===== src/rtl/sarpr_pkg.sv =====
// Shared constants, types and helpers of the converter control and readout block
package sarpr_pkg;

    // Result and conversion sequence
    localparam int          RES_W        = 16;
    localparam int          BYTE_W       = 8;
    localparam int          EDGE_W       = 5;
    localparam logic [4:0]  CONV_EDGES   = 5'h10;
    localparam logic [4:0]  LATCH_EDGE   = 5'h11;
    localparam logic [15:0] TRIAL_START  = 16'h8000;
    localparam logic [15:0] RESULT_RST   = 16'h0000;
    localparam logic [15:0] COUNT_RST    = 16'h0000;

    // Register bus
    localparam int          AVS_AW       = 4;
    localparam int          AVS_DW       = 32;
    localparam logic [3:0]  OFF_CTRL     = 4'h0;
    localparam logic [3:0]  OFF_STATUS   = 4'h4;
    localparam logic [3:0]  OFF_RESULT   = 4'h8;
    localparam logic [3:0]  OFF_COUNT    = 4'hc;
    localparam int          CTRL_EN_BIT  = 0;
    localparam int          CTRL_GO_BIT  = 1;
    localparam logic        CTRL_EN_RST  = 1'b1;
    localparam int          STAT_BUSY    = 0;
    localparam int          STAT_HOLD    = 1;
    localparam int          STAT_EDGE_LO = 8;

    typedef enum logic [1:0] {
        ST_ACQ  = 2'b01,
        ST_CONV = 2'b10
    } sarpr_state_t;

    typedef struct packed {
        logic              read;
        logic              write;
        logic [AVS_AW-1:0] address;
        logic [AVS_DW-1:0] writedata;
    } sarpr_avs_req_t;

    typedef struct packed {
        logic cs_n;
        logic rd_n;
        logic byte_sel;
    } sarpr_rdctl_t;

    // Full result or its upper byte, placed on the bus for a given byte select
    function automatic logic [15:0] sarpr_present(input logic [15:0] res, input logic byte_sel);
        sarpr_present = byte_sel ? {8'h00, res[15:8]} : res;
    endfunction : sarpr_present

endpackage : sarpr_pkg


===== src/rtl/sarpr_read_port.sv =====
// Three-state parallel result bus driver with byte select
`timescale 1ns/100ps
module sarpr_read_port (
    // Clock and reset
    input  wire logic                  sys_clk,
    input  wire logic                  rst,
    // Host strobes and result
    input  wire sarpr_pkg::sarpr_rdctl_t rdctl,
    input  wire logic [15:0]           result,
    // Bus pins
    output logic [15:0]                result_bus_out,
    output logic [15:0]                result_bus_oe_n
);
    logic [15:0] bus_ff;
    logic [15:0] nxt_bus;

    // Follows byte select every cycle, so the bus settles one cycle after a change
    always_comb begin
        nxt_bus = sarpr_pkg::sarpr_present(result, rdctl.byte_sel);
    end

    always_ff @(posedge sys_clk or posedge rst) begin
        if (rst) begin
            bus_ff <= sarpr_pkg::RESULT_RST;
        end else begin
            bus_ff <= nxt_bus;
        end
    end

    assign result_bus_out  = bus_ff;
    assign result_bus_oe_n = {16{rdctl.cs_n | rdctl.rd_n}};

endmodule : sarpr_read_port


===== src/rtl/sarpr_avs_regs.sv =====
// Avalon-MM register slave: control, status, result and conversion count
`timescale 1ns/100ps
module sarpr_avs_regs (
    // Clock and reset
    input  wire logic                  sys_clk,
    input  wire logic                  rst,
    // Bus request and answer
    input  wire sarpr_pkg::sarpr_avs_req_t req,
    output logic [31:0]                readdata,
    output logic                       waitrequest,
    // Control to the sequencer
    output logic                       start_en,
    output logic                       sw_start,
    // State from the sequencer
    input  wire logic                  busy,
    input  wire logic                  hold,
    input  wire logic [4:0]            edge_cnt,
    input  wire logic [15:0]           result,
    input  wire logic [15:0]           conv_count
);
    logic        ack_ff;
    logic        en_ff;
    logic        go_ff;
    logic [31:0] rdata_ff;
    logic        nxt_ack;
    logic        nxt_en;
    logic        nxt_go;
    logic [31:0] nxt_rdata;
    logic        req_any;

    // One wait cycle per access keeps the read mux out of the bus path
    always_comb begin
        req_any   = req.read | req.write;
        nxt_ack   = req_any & ~ack_ff;
        nxt_en    = en_ff;
        nxt_go    = 1'b0;
        nxt_rdata = rdata_ff;
        if (nxt_ack && req.write && req.address == sarpr_pkg::OFF_CTRL) begin
            nxt_en = req.writedata[sarpr_pkg::CTRL_EN_BIT];
            nxt_go = req.writedata[sarpr_pkg::CTRL_GO_BIT];
        end
        if (nxt_ack && req.read) begin
            case (req.address)
                sarpr_pkg::OFF_CTRL: begin
                    nxt_rdata = {31'h0, en_ff};
                end
                sarpr_pkg::OFF_STATUS: begin
                    nxt_rdata = 32'h0;
                    nxt_rdata[sarpr_pkg::STAT_BUSY] = busy;
                    nxt_rdata[sarpr_pkg::STAT_HOLD] = hold;
                    nxt_rdata[sarpr_pkg::STAT_EDGE_LO +: sarpr_pkg::EDGE_W] = edge_cnt;
                end
                sarpr_pkg::OFF_RESULT: begin
                    nxt_rdata = {16'h0, result};
                end
                sarpr_pkg::OFF_COUNT: begin
                    nxt_rdata = {16'h0, conv_count};
                end
                default: begin
                    nxt_rdata = 32'h0;
                end
            endcase
        end
    end

    always_ff @(posedge sys_clk or posedge rst) begin
        if (rst) begin
            ack_ff   <= 1'b0;
            en_ff    <= sarpr_pkg::CTRL_EN_RST;
            go_ff    <= 1'b0;
            rdata_ff <= 32'h0;
        end else begin
            ack_ff   <= nxt_ack;
            en_ff    <= nxt_en;
            go_ff    <= nxt_go;
            rdata_ff <= nxt_rdata;
        end
    end

    assign waitrequest = req_any & ~ack_ff;
    assign readdata    = rdata_ff;
    assign start_en    = en_ff;
    assign sw_start    = go_ff;

endmodule : sarpr_avs_regs


===== src/rtl/sarpr_top.sv =====
// Successive-approximation conversion control with parallel result readout
`timescale 1ns/100ps
// What this block does
// - Start falling edge with select low moves input to hold
// - First clock rise starts; sixteen rises convert
// - Busy rises promptly, stays high during conversion
// - Busy low initially; reads never change it
// - Seventeenth rise latches result, busy drops
// - Bus undriven unless read and select low
// - Data valid after 40 ns joint low
// - Byte select low gives full word
// - Byte select high moves upper byte low
// - Further start pulses ignored until done
// - After conversion, resume sampling input
// - Result coded as two's complement
// - Byte select sampled on sys_clk, bus follows it one cycle later
module sarpr_top (
    // Clock and reset
    input  wire logic                    sys_clk,
    input  wire logic                    rst,
    // Conversion control pins
    input  wire logic                    conv_clk,
    input  wire logic                    conversion_start_n,
    output logic                         busy,
    // Analog interface of the capacitive weighting array
    input  wire logic                    cmp_above,
    output logic [15:0]                  capacitive_weighting_array,
    output logic                         sample_hold,
    // Parallel readout pins
    input  wire sarpr_pkg::sarpr_rdctl_t rdctl,
    output logic [15:0]                  result_bus_out,
    output logic [15:0]                  result_bus_oe_n,
    // Avalon-MM register slave
    input  wire logic [3:0]              avs_address,
    input  wire logic                    avs_read,
    input  wire logic                    avs_write,
    input  wire logic [31:0]             avs_writedata,
    output logic [31:0]                  avs_readdata,
    output logic                         avs_waitrequest
);
    sarpr_pkg::sarpr_state_t   state_ff;
    sarpr_pkg::sarpr_state_t   nxt_state;
    sarpr_pkg::sarpr_avs_req_t avs_req;

    logic        start_prev_ff;
    logic        clk_prev_ff;
    logic        busy_ff;
    logic        hold_ff;
    logic [4:0]  edge_ff;
    logic [15:0] trial_ff;
    logic [15:0] result_ff;
    logic [15:0] count_ff;

    logic        nxt_busy;
    logic        nxt_hold;
    logic [4:0]  nxt_edge;
    logic [15:0] nxt_trial;
    logic [15:0] nxt_result;
    logic [15:0] nxt_count;

    logic        start_fall;
    logic        clk_rise;
    logic        trigger;
    logic        start_en;
    logic        sw_start;
    logic [4:0]  edge_inc;
    logic [3:0]  bit_idx;

    assign avs_req.read      = avs_read;
    assign avs_req.write     = avs_write;
    assign avs_req.address   = avs_address;
    assign avs_req.writedata = avs_writedata;

    // Pins are synchronous to sys_clk, so edges are found from one stored sample
    always_comb begin
        start_fall = start_prev_ff & ~conversion_start_n;
        clk_rise   = conv_clk & ~clk_prev_ff;
        // Select must be low when start falls; a held-low start makes no new fall
        trigger    = ((start_fall & ~rdctl.cs_n) | sw_start) & start_en;
        edge_inc   = edge_ff + 5'h01;
        bit_idx    = 4'(sarpr_pkg::CONV_EDGES - edge_inc);
    end

    // Conversion sequencer
    always_comb begin
        nxt_state  = state_ff;
        nxt_busy   = busy_ff;
        nxt_hold   = hold_ff;
        nxt_edge   = edge_ff;
        nxt_trial  = trial_ff;
        nxt_result = result_ff;
        nxt_count  = count_ff;
        case (state_ff)
            sarpr_pkg::ST_ACQ: begin
                if (trigger) begin
                    nxt_state = sarpr_pkg::ST_CONV;
                    nxt_hold  = 1'b1;
                    nxt_busy  = 1'b1;
                    nxt_edge  = 5'h00;
                    nxt_trial = sarpr_pkg::TRIAL_START;
                end
            end
            sarpr_pkg::ST_CONV: begin
                // Start pulses are not looked at here, so they cannot relaunch
                if (clk_rise) begin
                    nxt_edge = edge_inc;
                    if (edge_inc <= sarpr_pkg::CONV_EDGES) begin
                        // Keep the trial bit if the input lies above the trial level
                        nxt_trial[bit_idx] = cmp_above;
                        if (edge_inc < sarpr_pkg::CONV_EDGES) begin
                            nxt_trial[bit_idx - 4'h1] = 1'b1;
                        end
                    end else begin
                        // Offset binary to two's complement by inverting the sign bit
                        nxt_result = {~trial_ff[15], trial_ff[14:0]};
                        nxt_busy   = 1'b0;
                        nxt_hold   = 1'b0;
                        nxt_count  = count_ff + 16'h0001;
                        nxt_state  = sarpr_pkg::ST_ACQ;
                    end
                end
            end
            default: begin
                nxt_state = sarpr_pkg::ST_ACQ;
                nxt_busy  = 1'b0;
                nxt_hold  = 1'b0;
            end
        endcase
    end

    always_ff @(posedge sys_clk or posedge rst) begin
        if (rst) begin
            state_ff      <= sarpr_pkg::ST_ACQ;
            start_prev_ff <= 1'b1;
            clk_prev_ff   <= 1'b1;
            busy_ff       <= 1'b0;
            hold_ff       <= 1'b0;
            edge_ff       <= 5'h00;
            trial_ff      <= sarpr_pkg::TRIAL_START;
            result_ff     <= sarpr_pkg::RESULT_RST;
            count_ff      <= sarpr_pkg::COUNT_RST;
        end else begin
            state_ff      <= nxt_state;
            start_prev_ff <= conversion_start_n;
            clk_prev_ff   <= conv_clk;
            busy_ff       <= nxt_busy;
            hold_ff       <= nxt_hold;
            edge_ff       <= nxt_edge;
            trial_ff      <= nxt_trial;
            result_ff     <= nxt_result;
            count_ff      <= nxt_count;
        end
    end

    // Busy depends only on the sequencer; reads and sampling never touch it
    assign busy                       = busy_ff;
    assign sample_hold                = hold_ff;
    assign capacitive_weighting_array = trial_ff;

    sarpr_read_port u_read_port (
        .sys_clk         (sys_clk),
        .rst             (rst),
        .rdctl           (rdctl),
        .result          (result_ff),
        .result_bus_out  (result_bus_out),
        .result_bus_oe_n (result_bus_oe_n)
    );

    sarpr_avs_regs u_regs (
        .sys_clk     (sys_clk),
        .rst         (rst),
        .req         (avs_req),
        .readdata    (avs_readdata),
        .waitrequest (avs_waitrequest),
        .start_en    (start_en),
        .sw_start    (sw_start),
        .busy        (busy_ff),
        .hold        (hold_ff),
        .edge_cnt    (edge_ff),
        .result      (result_ff),
        .conv_count  (count_ff)
    );

endmodule : sarpr_top


===== config.mk =====
export PLATFORM = sky130hd
export DESIGN_NAME = sarpr_top
export DESIGN_NICKNAME = d
export VERILOG_FILES = /design/src/rtl/sarpr_pkg.sv /design/src/rtl/sarpr_read_port.sv /design/src/rtl/sarpr_avs_regs.sv /design/src/rtl/sarpr_top.sv
export SDC_FILE = /design/constraint.sdc
export NUM_CORES = 1
export LEC_CHECK = 0
export ABC_AREA = 1
export ABC_CLOCK_PERIOD_IN_PS = 3500
export BUFFER_PORTS_ARGS = -buffer_cell sky130_fd_sc_hd__buf_2
export CORE_UTILIZATION = 35
export DETAILED_ROUTE_END_ITERATION = 10
export HOLD_SLACK_MARGIN = 0.1
export PLACE_DENSITY = 0.63
export SLEW_MARGIN = 20
export SYNTH_ARGS = -nofsm -noshare
export SYNTH_HDL_FRONTEND = slang
export SYNTH_SLANG_ARGS = --single-unit

===== constraint.sdc =====
create_clock -name sys_clk -period 3.5 [get_ports sys_clk]
set_input_delay 0.7 -clock sys_clk [delete_from_list [all_inputs] [get_ports sys_clk]]
set_output_delay 0.7 -clock sys_clk [all_outputs]
set_load 0.01 [all_outputs]

## After elaboration in Yosys (flattened, before gate mapping)

Index checks and enable logic that the tools add are counted.

| storage, ports and cells | value |
|---|---|
| logic and storage cells | 82 |
| output and inout bits | 83 |
| bits in registers | 109 |
| bits of input ports | 46 |

| operators by class | value |
|---|---|
| reduce and logical (&&, ||, !) cells | 11 |
| muxes and demuxes | 24 |
| add/subtract/negate cells | 4 |
| bitwise logic cells | 15 |
| magnitude comparators | 6 |
| equality and inequality tests | 9 |

Operator list:

| operator | number |
|---|---|
| 2-to-1 mux 16 bit | 5 |
| case mux 16 bit (4 select lines) | 1 |
| case mux 16 bit (2 select lines) | 1 |
| adder 16 x 1 -> 16 bit, second input constant | 1 |
| bitwise mux 16 bit | 1 |
| bitwise OR 16 bit | 1 |
| less-than comparator 4 x 5 -> 1 bit, second input constant | 2 |
| 2-to-1 mux 5 bit | 2 |
| case mux 5 bit (2 select lines) | 1 |
| AND reduction 3 bit | 3 |
| demux 1 bit (select 4 bit) | 2 |
| == test 4 bit, second input constant | 2 |
| >= comparator 4 x 1 -> 1 bit, second input constant | 2 |
| != test 2 bit, second input constant | 4 |
| 2-to-1 mux 1 bit | 6 |
| 2-to-1 mux 2 bit | 3 |
| inverter 1 bit | 6 |
| adder 5 x 1 -> 5 bit, second input constant | 1 |
| AND 1 bit | 5 |
| <= comparator 5 bit, second input constant | 1 |
| logical AND 1 bit | 5 |
| less-than comparator 5 bit, second input constant | 1 |
| == test 4 x 3 -> 1 bit, second input constant | 1 |
| logical NOT 4 bit | 1 |
| other kinds (9) | 11 |

## Depth between registers and ports, before layout

Gate-level depths: netlist of run 1.

| logic depth | value |
|---|---|
| depth after elaboration | 12 |
| depth in mapped cells | 13 |
| mapped depth without buffers | 12 |

## By module

Synthesis of run 1 repeated with hierarchy kept, for this count alone.

| unflattened totals | value |
|---|---|
| cells, all modules | 661 |
| area, all modules | 5,033.6 um^2 |

Modules (own cells, without submodules):

| module | area an instance (um^2) | instances | cells an instance | sequential area each (um^2) |
|---|---|---|---|---|
| sarpr_top | 3,131.8 | 1 | 417 | 1,431.4 |
| sarpr_avs_regs | 1,198.6 | 1 | 168 | 476.7 |
| sarpr_read_port | 703.2 | 1 | 76 | 400.4 |

## Worst setup path after synthesis of run 1

Ideal clock, no wire load.

| path | value |
|---|---|
| path kind | input port to output port |
| from | input port rdctl[2] in the netlist's numbering |
| to | output port result_bus_oe_n[10] |
| arrival time | 1.285 ns |
| required time | 2.800 ns |
| slack | 1.515 ns |
| cell stages on the path | 2 |
| cells stage by stage | or2_2 > buf_4 |

| between the ends | value |
|---|---|
| word-level cells in the longest chain between the ends | 1 |

Ends and longest elaborated chain:

| element | line | source |
|---|---|---|
| start: declaration | sarpr_top.sv:30 | `input wire sarpr_pkg::sarpr_rdctl_t rdctl,` |
| bitwise OR 1 bit | sarpr_read_port.sv:31 | `assign result_bus_oe_n = {16{rdctl.cs_n \| rdctl.rd_n}};` |
| end: declaration | sarpr_top.sv:32 | `output logic [15:0] result_bus_oe_n,` |

No other way between the ends.

## Final worst setup path of run 1

| path | value |
|---|---|
| from | register edge_ff[0] |
| to | register count_ff[5] |

| between the ends | value |
|---|---|
| word-level cells in the longest chain between the ends | 4 |

Ends and longest elaborated chain:

| element | line | source |
|---|---|---|
| start: declaration | sarpr_top.sv:49 | `logic [4:0] edge_ff;` |
| start signal: assignment | sarpr_top.sv:148 | `edge_ff <= nxt_edge;` |
| adder 5 x 1 -> 5 bit | sarpr_top.sv:80 | `edge_inc = edge_ff + 5'h01;` |
| <= comparator 5 bit | sarpr_top.sv:107 | `if (edge_inc <= sarpr_pkg::CONV_EDGES) begin` |
| inverter 1 bit (no line) | -- |  |
| AND reduction 3 bit (no line) | -- |  |
| end signal: assignment | sarpr_top.sv:141 | `count_ff <= sarpr_pkg::COUNT_RST;` |
| end signal: assignment | sarpr_top.sv:151 | `count_ff <= nxt_count;` |
| end: declaration | sarpr_top.sv:52 | `logic [15:0] count_ff;` |

No other way between the ends.
A chain may end at the register's enable or synchronous reset.

==> qor.txt, run 1 <==
RUN STATUS
-----------------------------------------------------------------------------------------------
Result of the run ................................................................    completed

POWER AND IR DROP
-----------------------------------------------------------------------------------------------
Logic gate share of total power ..................................................        19.0%
Clock network power share ........................................................        38.0%
Portion of total power attributed to sequential cells ............................        43.0%
Areal power density over the cells ............................................... 509.6 mW/mm²
Total net switching power ........................................................    0.8553 mW
Worst supply voltage drop on vdd .................................................  0.0002316 V
Internal power of the cells ......................................................     1.920 mW
Switching share of power .........................................................       30.82%
Static power due to leakage ......................................................     2.812 nW

SYNTHESIS
-----------------------------------------------------------------------------------------------
Cells after synthesis ............................................................          604
Synthesized area per cell ........................................................    7.876 µm²
Synthesized area ................................................................. 0.004757 mm²
Count of state elements after synthesis ..........................................           92
Yosys synthesis warning count ....................................................            0
Cell variety after synth .........................................................           34
Seq/Total Area, Yosys ............................................................       48.53%

TIMING
-----------------------------------------------------------------------------------------------
Time the worst path needs with I/O delays and setup ..............................     2.373 ns
Number of hold violations in the final report ....................................            0
Final number of setup-violating endpoints ........................................            0
Worst clock skew on the final layout .............................................  0.006448 ns
Accumulated negative setup slack .................................................         0 ns
Transition time at the pin with the least slew margin ............................    0.7906 ns
Period Utilization, post-route ...................................................       67.81%
Relative slew slack ..............................................................       47.24%
RSZ-0062 raised after global routing .............................................        false
Max Clock Freq ...................................................................    421.4 MHz
Final Max Slew Viols .............................................................            0

SETUP PATH
-----------------------------------------------------------------------------------------------
Standard cell with the maximum stage delay on the critical path ..................      dfrtp_1
Minimum setup slack among reg-to-reg paths .......................................      1.13 ns
Launch point of the worst reg-to-reg path ........................................   edge_ff[0]
Startpoint class of the critical path ............................................         flop
Worst setup path class ...........................................................      reg2reg
Reg2reg path depth ...............................................................           12
CP required ......................................................................      3.73 ns
Data arrival time of the critical path ...........................................      2.61 ns
CP Cell Sequence ................................................................. ha_1 > nand2_2 > clkinv_1 > nand3_1 > nand2_2 > inv_2 > nor2_4 > nand2_4 > inv_4 > nand2_1 > nand2_1 > nand2_1
Most frequent cell on the critical path ..........................................      nand2_1
Worst Path Max Fanout ............................................................           50
Destination of the worst register-to-register timing path ........................  count_ff[5]
CP Capture Type ..................................................................         flop
Stage delay of the slowest cell on the critical path .............................      0.50 ns

FINAL LAYOUT
-----------------------------------------------------------------------------------------------
Number of nets in the layout .....................................................          717
Fraction of layout instances using a drive strength above 1 ......................       17.59%
Post-route standard cell area excluding fillers .................................. 0.005446 mm²
Share of the core filled with cells in the final layout ..........................       41.13%
Antenna Diode Count ..............................................................            0
Number of non-filler instances in the completed layout ...........................          847
Growth of design area from synthesis to finish ...................................       14.49%

CTS
-----------------------------------------------------------------------------------------------
CTS tree .........................................................................         done
Post-cts gate resize count .......................................................            0
Clock latency at the later pin of the worst-skew pair ............................      0.34 ns
Maximum buffer depth of the clock tree ...........................................            2
Clock net sink count .............................................................           92
Total CTS buffers ................................................................            9
Clock input transition at the sequential cells of the worst setup and hold paths .      0.07 ns
Number of buffers inserted by post-CTS setup repair ..............................            0
Hold buffer count at CTS .........................................................            0
Total number of H-tree levels ....................................................            3
Buffer cell driving the clock tree root ..........................................    clkbuf_16

GLOBAL ROUTE
-----------------------------------------------------------------------------------------------
First-pass GRT wire length .......................................................    19,310 µm
Pin count of the biggest net entering global routing .............................           51
Initial antenna violation count ..................................................            0
Total routing usage reported by global routing ...................................       17.41%
Via count of the first global-routing pass .......................................        3,973
Total grt overflow ...............................................................            0

PLACED DESIGN
-----------------------------------------------------------------------------------------------
RD Place Congestion ..............................................................       0.8861
Count of buffers from port buffering .............................................           82
HPWL Detailed ....................................................................      8653 µm
Placed Instances .................................................................          831
Cell area after placement ........................................................ 0.005121 mm²

FLOORPLAN
-----------------------------------------------------------------------------------------------
Initial Util .....................................................................       35.92%
Floorplan die height .............................................................     118.6 µm
Die footprint ....................................................................  0.01406 mm²
Standard cell core area ..........................................................  0.01324 mm²
Row count ........................................................................           42
Die outline width ................................................................     118.6 µm
I/O pin count ....................................................................          129

DRT
-----------------------------------------------------------------------------------------------
DRC errors left ..................................................................            0
Total number of vias .............................................................        4,004
Wire length reported by the detailed router ......................................    11,680 µm
Iter 0 DRT Violations ............................................................          232
Iteration count of the initial detailed-routing pass .............................            5
Final routed wire length divided by cell count ...................................     13.79 µm
Number of nets with antenna violations after detailed routing ....................            0
Avg Vias per Cell ................................................................        4.727

WORST HOLD PATH
-----------------------------------------------------------------------------------------------
Worst Hold Path EP ............................................................... u_regs.ack_ff
Min-Delay Startpoint ............................................................. u_regs.ack_ff
Hold Path Class ..................................................................      reg2reg
Hold Path Cell Cnt ...............................................................            1

FLOW RUN
-----------------------------------------------------------------------------------------------
MaxCap Viol Count ................................................................            0

[layout by cell type (no fill, tap or decap), types with 2 or more instances in the layout]
master,Yosys,routed
nand4_1,2,2
o21ai_1,24,24
nand3_1,28,28
nand2_2,4,4
a21oi_1,5,5
inv_1,59,58
mux2i_1,3,3
nand2_1,199,199
clkinvlp_4,0,3
dfstp_2,5,5
inv_2,2,2
conb_1,1,16
nor3_1,6,6
clkinv_1,2,2
dfrtp_1,87,87
clkbuf_16,0,9
o21ai_0,44,44
xor2_1,8,8
o221ai_1,2,2
o31ai_1,2,2
buf_2,2,82
xnor2_1,3,3
a31oi_1,2,2
ha_1,5,5
bufinv_16,0,2
nor2_1,45,45
o22ai_1,11,11
[power groups by stage]
stage,logic [mW],registers (mW),clock network (mW)
6_report,0.527,1.19,1.05
5_1_grt,0.595,1.20,1.11
4_1_cts,0.527,1.19,1.07
3_5_place_dp,0.524,1.21,0
3_3_place_gp,0.520,1.21,0
2_1_floorplan,0.377,1.22,0
[flip-flops by register name (all words and copies together) (netlist names)]
register,flops
state_ff,2
capacitive_weighting_array,16
clk_prev_ff,1
u_regs.readdata,16
u_regs.ack_ff,1
edge_ff,5
result_ff,16
u_regs.sw_start,1
u_read_port.result_bus_out,16
start_prev_ff,1
count_ff,16
u_regs.start_en,1
[layout make-up]
type,instances,area [µm²]
inverter,64,244.0
clock buffer,9,225.2
fill,1398,7796
clock inverter,7,100.1
timing repair buffer,84,437.9
multi-input combinational,415,1911
sequential,92,2308
tap,176,220.2
[through the flow]
step / setup slack, ns / power, mW / hold WS, ns
2_1_floorplan: 0.4163 / 1.594 / 0.4489
3_3_place_gp: 1.201 / 1.732 / 0.4247
3_5_place_dp: 1.169 / 1.738 / 0.4302
4_1_cts: 1.145 / 2.794 / 0.4392
5_1_grt: 0.9245 / 2.912 / 0.4601
6_report: 1.127 / 2.775 / 0.4400
[cell usage after synthesis]
cell	n	area share, %
clkbuf_1	6	0.47
o21ai_1	24	2.5
o22ai_1	11	1.4
xor2_1	8	1.5
inv_4	1	0.13
nand2_1	199	16
xnor2_1	3	0.55
o31ai_1	2	0.32
o221ai_1	2	0.37
conb_1	1	0.079
a31oi_1	2	0.26
nand4_1	2	0.26
nor3_1	6	0.63
clkinv_1	2	0.16
a21oi_1	5	0.53
mux2i_1	3	0.63
nor2_4	1	0.24
nand2_2	4	0.53
buf_2	2	0.21
nand2_4	1	0.24
o2111ai_1	1	0.18
inv_2	2	0.16
buf_4	35	5.5
ha_1	5	1.3
nand3_1	28	2.9
nor2_1	45	3.6
or2_2	1	0.13
dfstp_2	5	2.8
inv_1	59	4.7
buf_6	5	1.2
dfrtp_1	87	46
nand3_2	1	0.21
mux2_2	1	0.24
o21ai_0	44	4.6
[worst max path at each step]
stage	from	to	slack [ns]	depth (start not counted)
2_1_floorplan	rst	capacitive_weighting_array[0]	0.42	1
6_report	edge_ff[0]	count_ff[5]	1.13	12
5_1_grt	edge_ff[0]	count_ff[3]	0.92	12
3_5_place_dp	edge_ff[0]	count_ff[5]	1.17	12
3_3_place_gp	avs_address[1]	u_regs.readdata[10]	1.20	6
4_1_cts	edge_ff[0]	count_ff[5]	1.15	12
[layer usage]
| metal | track usage [%] | up-vias | share of wire, % | routed length, µm |
|---|---|---|---|---|
| met4 | 9.415 | 0 | 3.9 | 456 |
| li1 | - | 1986 | - | - |
| met2 | 28.51 | 121 | 48 | 5622 |
| met5 | 0 | - | 0 | 0 |
| met1 | 21.89 | 1865 | 44 | 5105 |
| met3 | 2.896 | 32 | 4.2 | 495 |
[logic make-up after synthesis]
family                     Yosys count  share of synthesized area, %
AOI/OAI and AO/OA                   91                         10.26
adders and majority gates            5                         1.315
muxes                                4                        0.8680
and+or+nand+nor                    288                         24.43
xor gates and xnor gates            11                         2.025
other                                1                       0.07883
DFF                                 92                         48.53
buffers and inverters              112                         12.49
[worst max-delay path: cells and delay by family, from the launching register on]
family / cells / cell delay (ns)
fa+ha+maj: 1 / 0.37
buf+inv: 3 / 0.57
flops: 1 / 0.50
simple gates: 8 / 0.81
Note: power is estimated with default switching activity, not from simulation.
==> run 2: changes to the inputs <==
ABC_CLOCK_PERIOD_IN_PS = 2130   (was 3500)
PLACE_DENSITY = 0.65   (was 0.63)
clock period = 2.13 ns   (was 3.5 ns; I/O delays follow)
==> qor.txt, run 2 (synthesis results as in run 1) <==
GLOBAL ROUTE
-----------------------------------------------------------------------------------------------
Total grt overflow ...............................................................            0
Pin count of the biggest net entering global routing .............................           93
First-pass GRT wire length .......................................................    19,310 µm
Total routing usage reported by global routing ...................................       17.51%
Via count of the first global-routing pass .......................................        3,858
Initial antenna violation count ..................................................            0

FLOORPLAN
-----------------------------------------------------------------------------------------------
Initial Util .....................................................................       35.92%
Die footprint ....................................................................  0.01406 mm²
Floorplan die height .............................................................     118.6 µm
I/O pin count ....................................................................          129
Standard cell core area ..........................................................  0.01324 mm²
Die outline width ................................................................     118.6 µm
Row count ........................................................................           42

DRT
-----------------------------------------------------------------------------------------------
Wire length reported by the detailed router ......................................    11,620 µm
Iter 0 DRT Violations ............................................................          299
Total number of vias .............................................................        4,056
Number of nets with antenna violations after detailed routing ....................            0
Iteration count of the initial detailed-routing pass .............................            5
DRC errors left ..................................................................            0
Final routed wire length divided by cell count ...................................     13.53 µm
Avg Vias per Cell ................................................................        4.722

POWER AND IR DROP
-----------------------------------------------------------------------------------------------
Static power due to leakage ......................................................     2.869 nW
Areal power density over the cells ............................................... 808.8 mW/mm²
Worst supply voltage drop on vdd .................................................  0.0004183 V

SETUP PATH
-----------------------------------------------------------------------------------------------
CP required ......................................................................      2.36 ns
Destination of the worst register-to-register timing path ........................  count_ff[9]
Minimum setup slack among reg-to-reg paths .......................................      0.24 ns
Data arrival time of the critical path ...........................................      2.12 ns
Reg2reg path depth ...............................................................           12
Worst setup path class ...........................................................      reg2reg
CP Capture Type ..................................................................         flop
Launch point of the worst reg-to-reg path ........................................   edge_ff[0]
Startpoint class of the critical path ............................................         flop
Worst Path Max Fanout ............................................................           14

CTS
-----------------------------------------------------------------------------------------------
Maximum buffer depth of the clock tree ...........................................            2
Clock latency at the later pin of the worst-skew pair ............................      0.35 ns
Clock input transition at the sequential cells of the worst setup and hold paths .      0.06 ns
Buffer cell driving the clock tree root ..........................................    clkbuf_16
Total CTS buffers ................................................................            9
Clock net sink count .............................................................           92
Total number of H-tree levels ....................................................            3
Hold buffer count at CTS .........................................................            0
CTS tree .........................................................................         done

TIMING
-----------------------------------------------------------------------------------------------
RSZ-0062 raised after global routing .............................................        false
Number of hold violations in the final report ....................................            0
Max Clock Freq ...................................................................    530.2 MHz
Time the worst path needs with I/O delays and setup ..............................     1.886 ns
Final Max Slew Viols .............................................................            0
Final number of setup-violating endpoints ........................................            0
Period Utilization, post-route ...................................................       88.54%
Worst clock skew on the final layout .............................................  0.005897 ns
Accumulated negative setup slack .................................................         0 ns

WORST HOLD PATH
-----------------------------------------------------------------------------------------------
Min-Delay Startpoint .............................................................     conv_clk
Worst Hold Path EP ...............................................................  clk_prev_ff
Hold Path Cell Cnt ...............................................................            1
Hold Path Class ..................................................................       in2reg

RUN STATUS
-----------------------------------------------------------------------------------------------
Result of the run ................................................................    completed

FINAL LAYOUT
-----------------------------------------------------------------------------------------------
Commonest non-fill, non-tap cell in the layout ...................................      nand2_1
Number of nets in the layout .....................................................          729
Most frequent cells in the layout ................................................ nand2_1 (199), dfrtp_1 (87), buf_2 (82)
Fraction of layout instances using a drive strength above 1 ......................       19.03%
Antenna Diode Count ..............................................................            0
Share of the core filled with cells in the final layout ..........................       41.87%
Growth of design area from synthesis to finish ...................................       16.54%

PLACED DESIGN
-----------------------------------------------------------------------------------------------
RD Place Congestion ..............................................................       0.9094
HPWL Detailed ....................................................................      8644 µm
Count of buffers from port buffering .............................................           82

FLOW RUN
-----------------------------------------------------------------------------------------------
MaxCap Viol Count ................................................................            0

run 2: layout make-up:
cell class              instances  area [µm²]
repair buffers                 96       553.0
flip-flops and latches         92        2308
multi-input cells             415        1916
inverters                      64       246.5
fillers                      1384        7699
clock buffers                   9       225.2
clock inverters                 7       75.07
well taps                     176       220.2
run 2: metal layers:
layer  vias to the layer above  track usage (%)  part of all wire (%)
li1                       2027                -                     -
met1                      1897            22.45                    45
met5                         -                0                     0
met2                       109            29.02                    48
met3                        23            2.703                   3.9
met4                         0            7.911                   2.8
run 2: what timing repair did:
action / 4_1_cts / 5_1_grt
setup endpoints to repair: 0 / 2
setup buffers: 0 / 0
gates resized for setup: 0 / 1
run 2: worst max-delay path: stages (launching register included):
cell	delay [ns]
dfrtp_1	0.39
ha_1	0.29
nand2_2	0.13
clkinv_1	0.10
nand3_1	0.09
nand2_2	0.09
inv_2	0.13
nor2_4	0.05
nand2_4	0.11
inv_4	0.06
buf_4	0.18
nand2_1	0.08
o21ai_1	0.06
run 2: per-stage QoR:
stage / hold slack, ns / power (mW) / area (µm²) / worst slack (ns) / instances
2_1_floorplan: 0.4305 / 2.621 / 4817 / 0.4208 / 619
3_3_place_gp: 0.4227 / 2.873 / 5239 / 0.2677 / 843
3_5_place_dp: 0.4358 / 2.881 / 5239 / 0.2443 / 843
4_1_cts: 0.1775 / 4.505 / 5539 / 0.2155 / 859
5_1_grt: 0.1840 / 4.726 / 5544 / 0.04245 / 859
6_report: 0.1864 / 4.484 / 5544 / 0.2441 / 859
run 2: how the worst max path moves through the flow:
stage / startpoint / end / cells past startpoint
CTS: edge_ff[0] / capacitive_weighting_array[3] / 11
detailed placement: edge_ff[0] / capacitive_weighting_array[3] / 11
global route: edge_ff[0] / capacitive_weighting_array[5] / 10
global placement: edge_ff[0] / capacitive_weighting_array[3] / 11
finish: edge_ff[0] / count_ff[9] / 12
floorplan: edge_ff[0] / capacitive_weighting_array[11] / 12
run 2: report_power, final:
part	leakage, nW	switching (mW)	internal (mW)
sequential	1.12	0.0721	1.87
clock	0.138	0.708	0.915
combinational	1.61	0.640	0.282
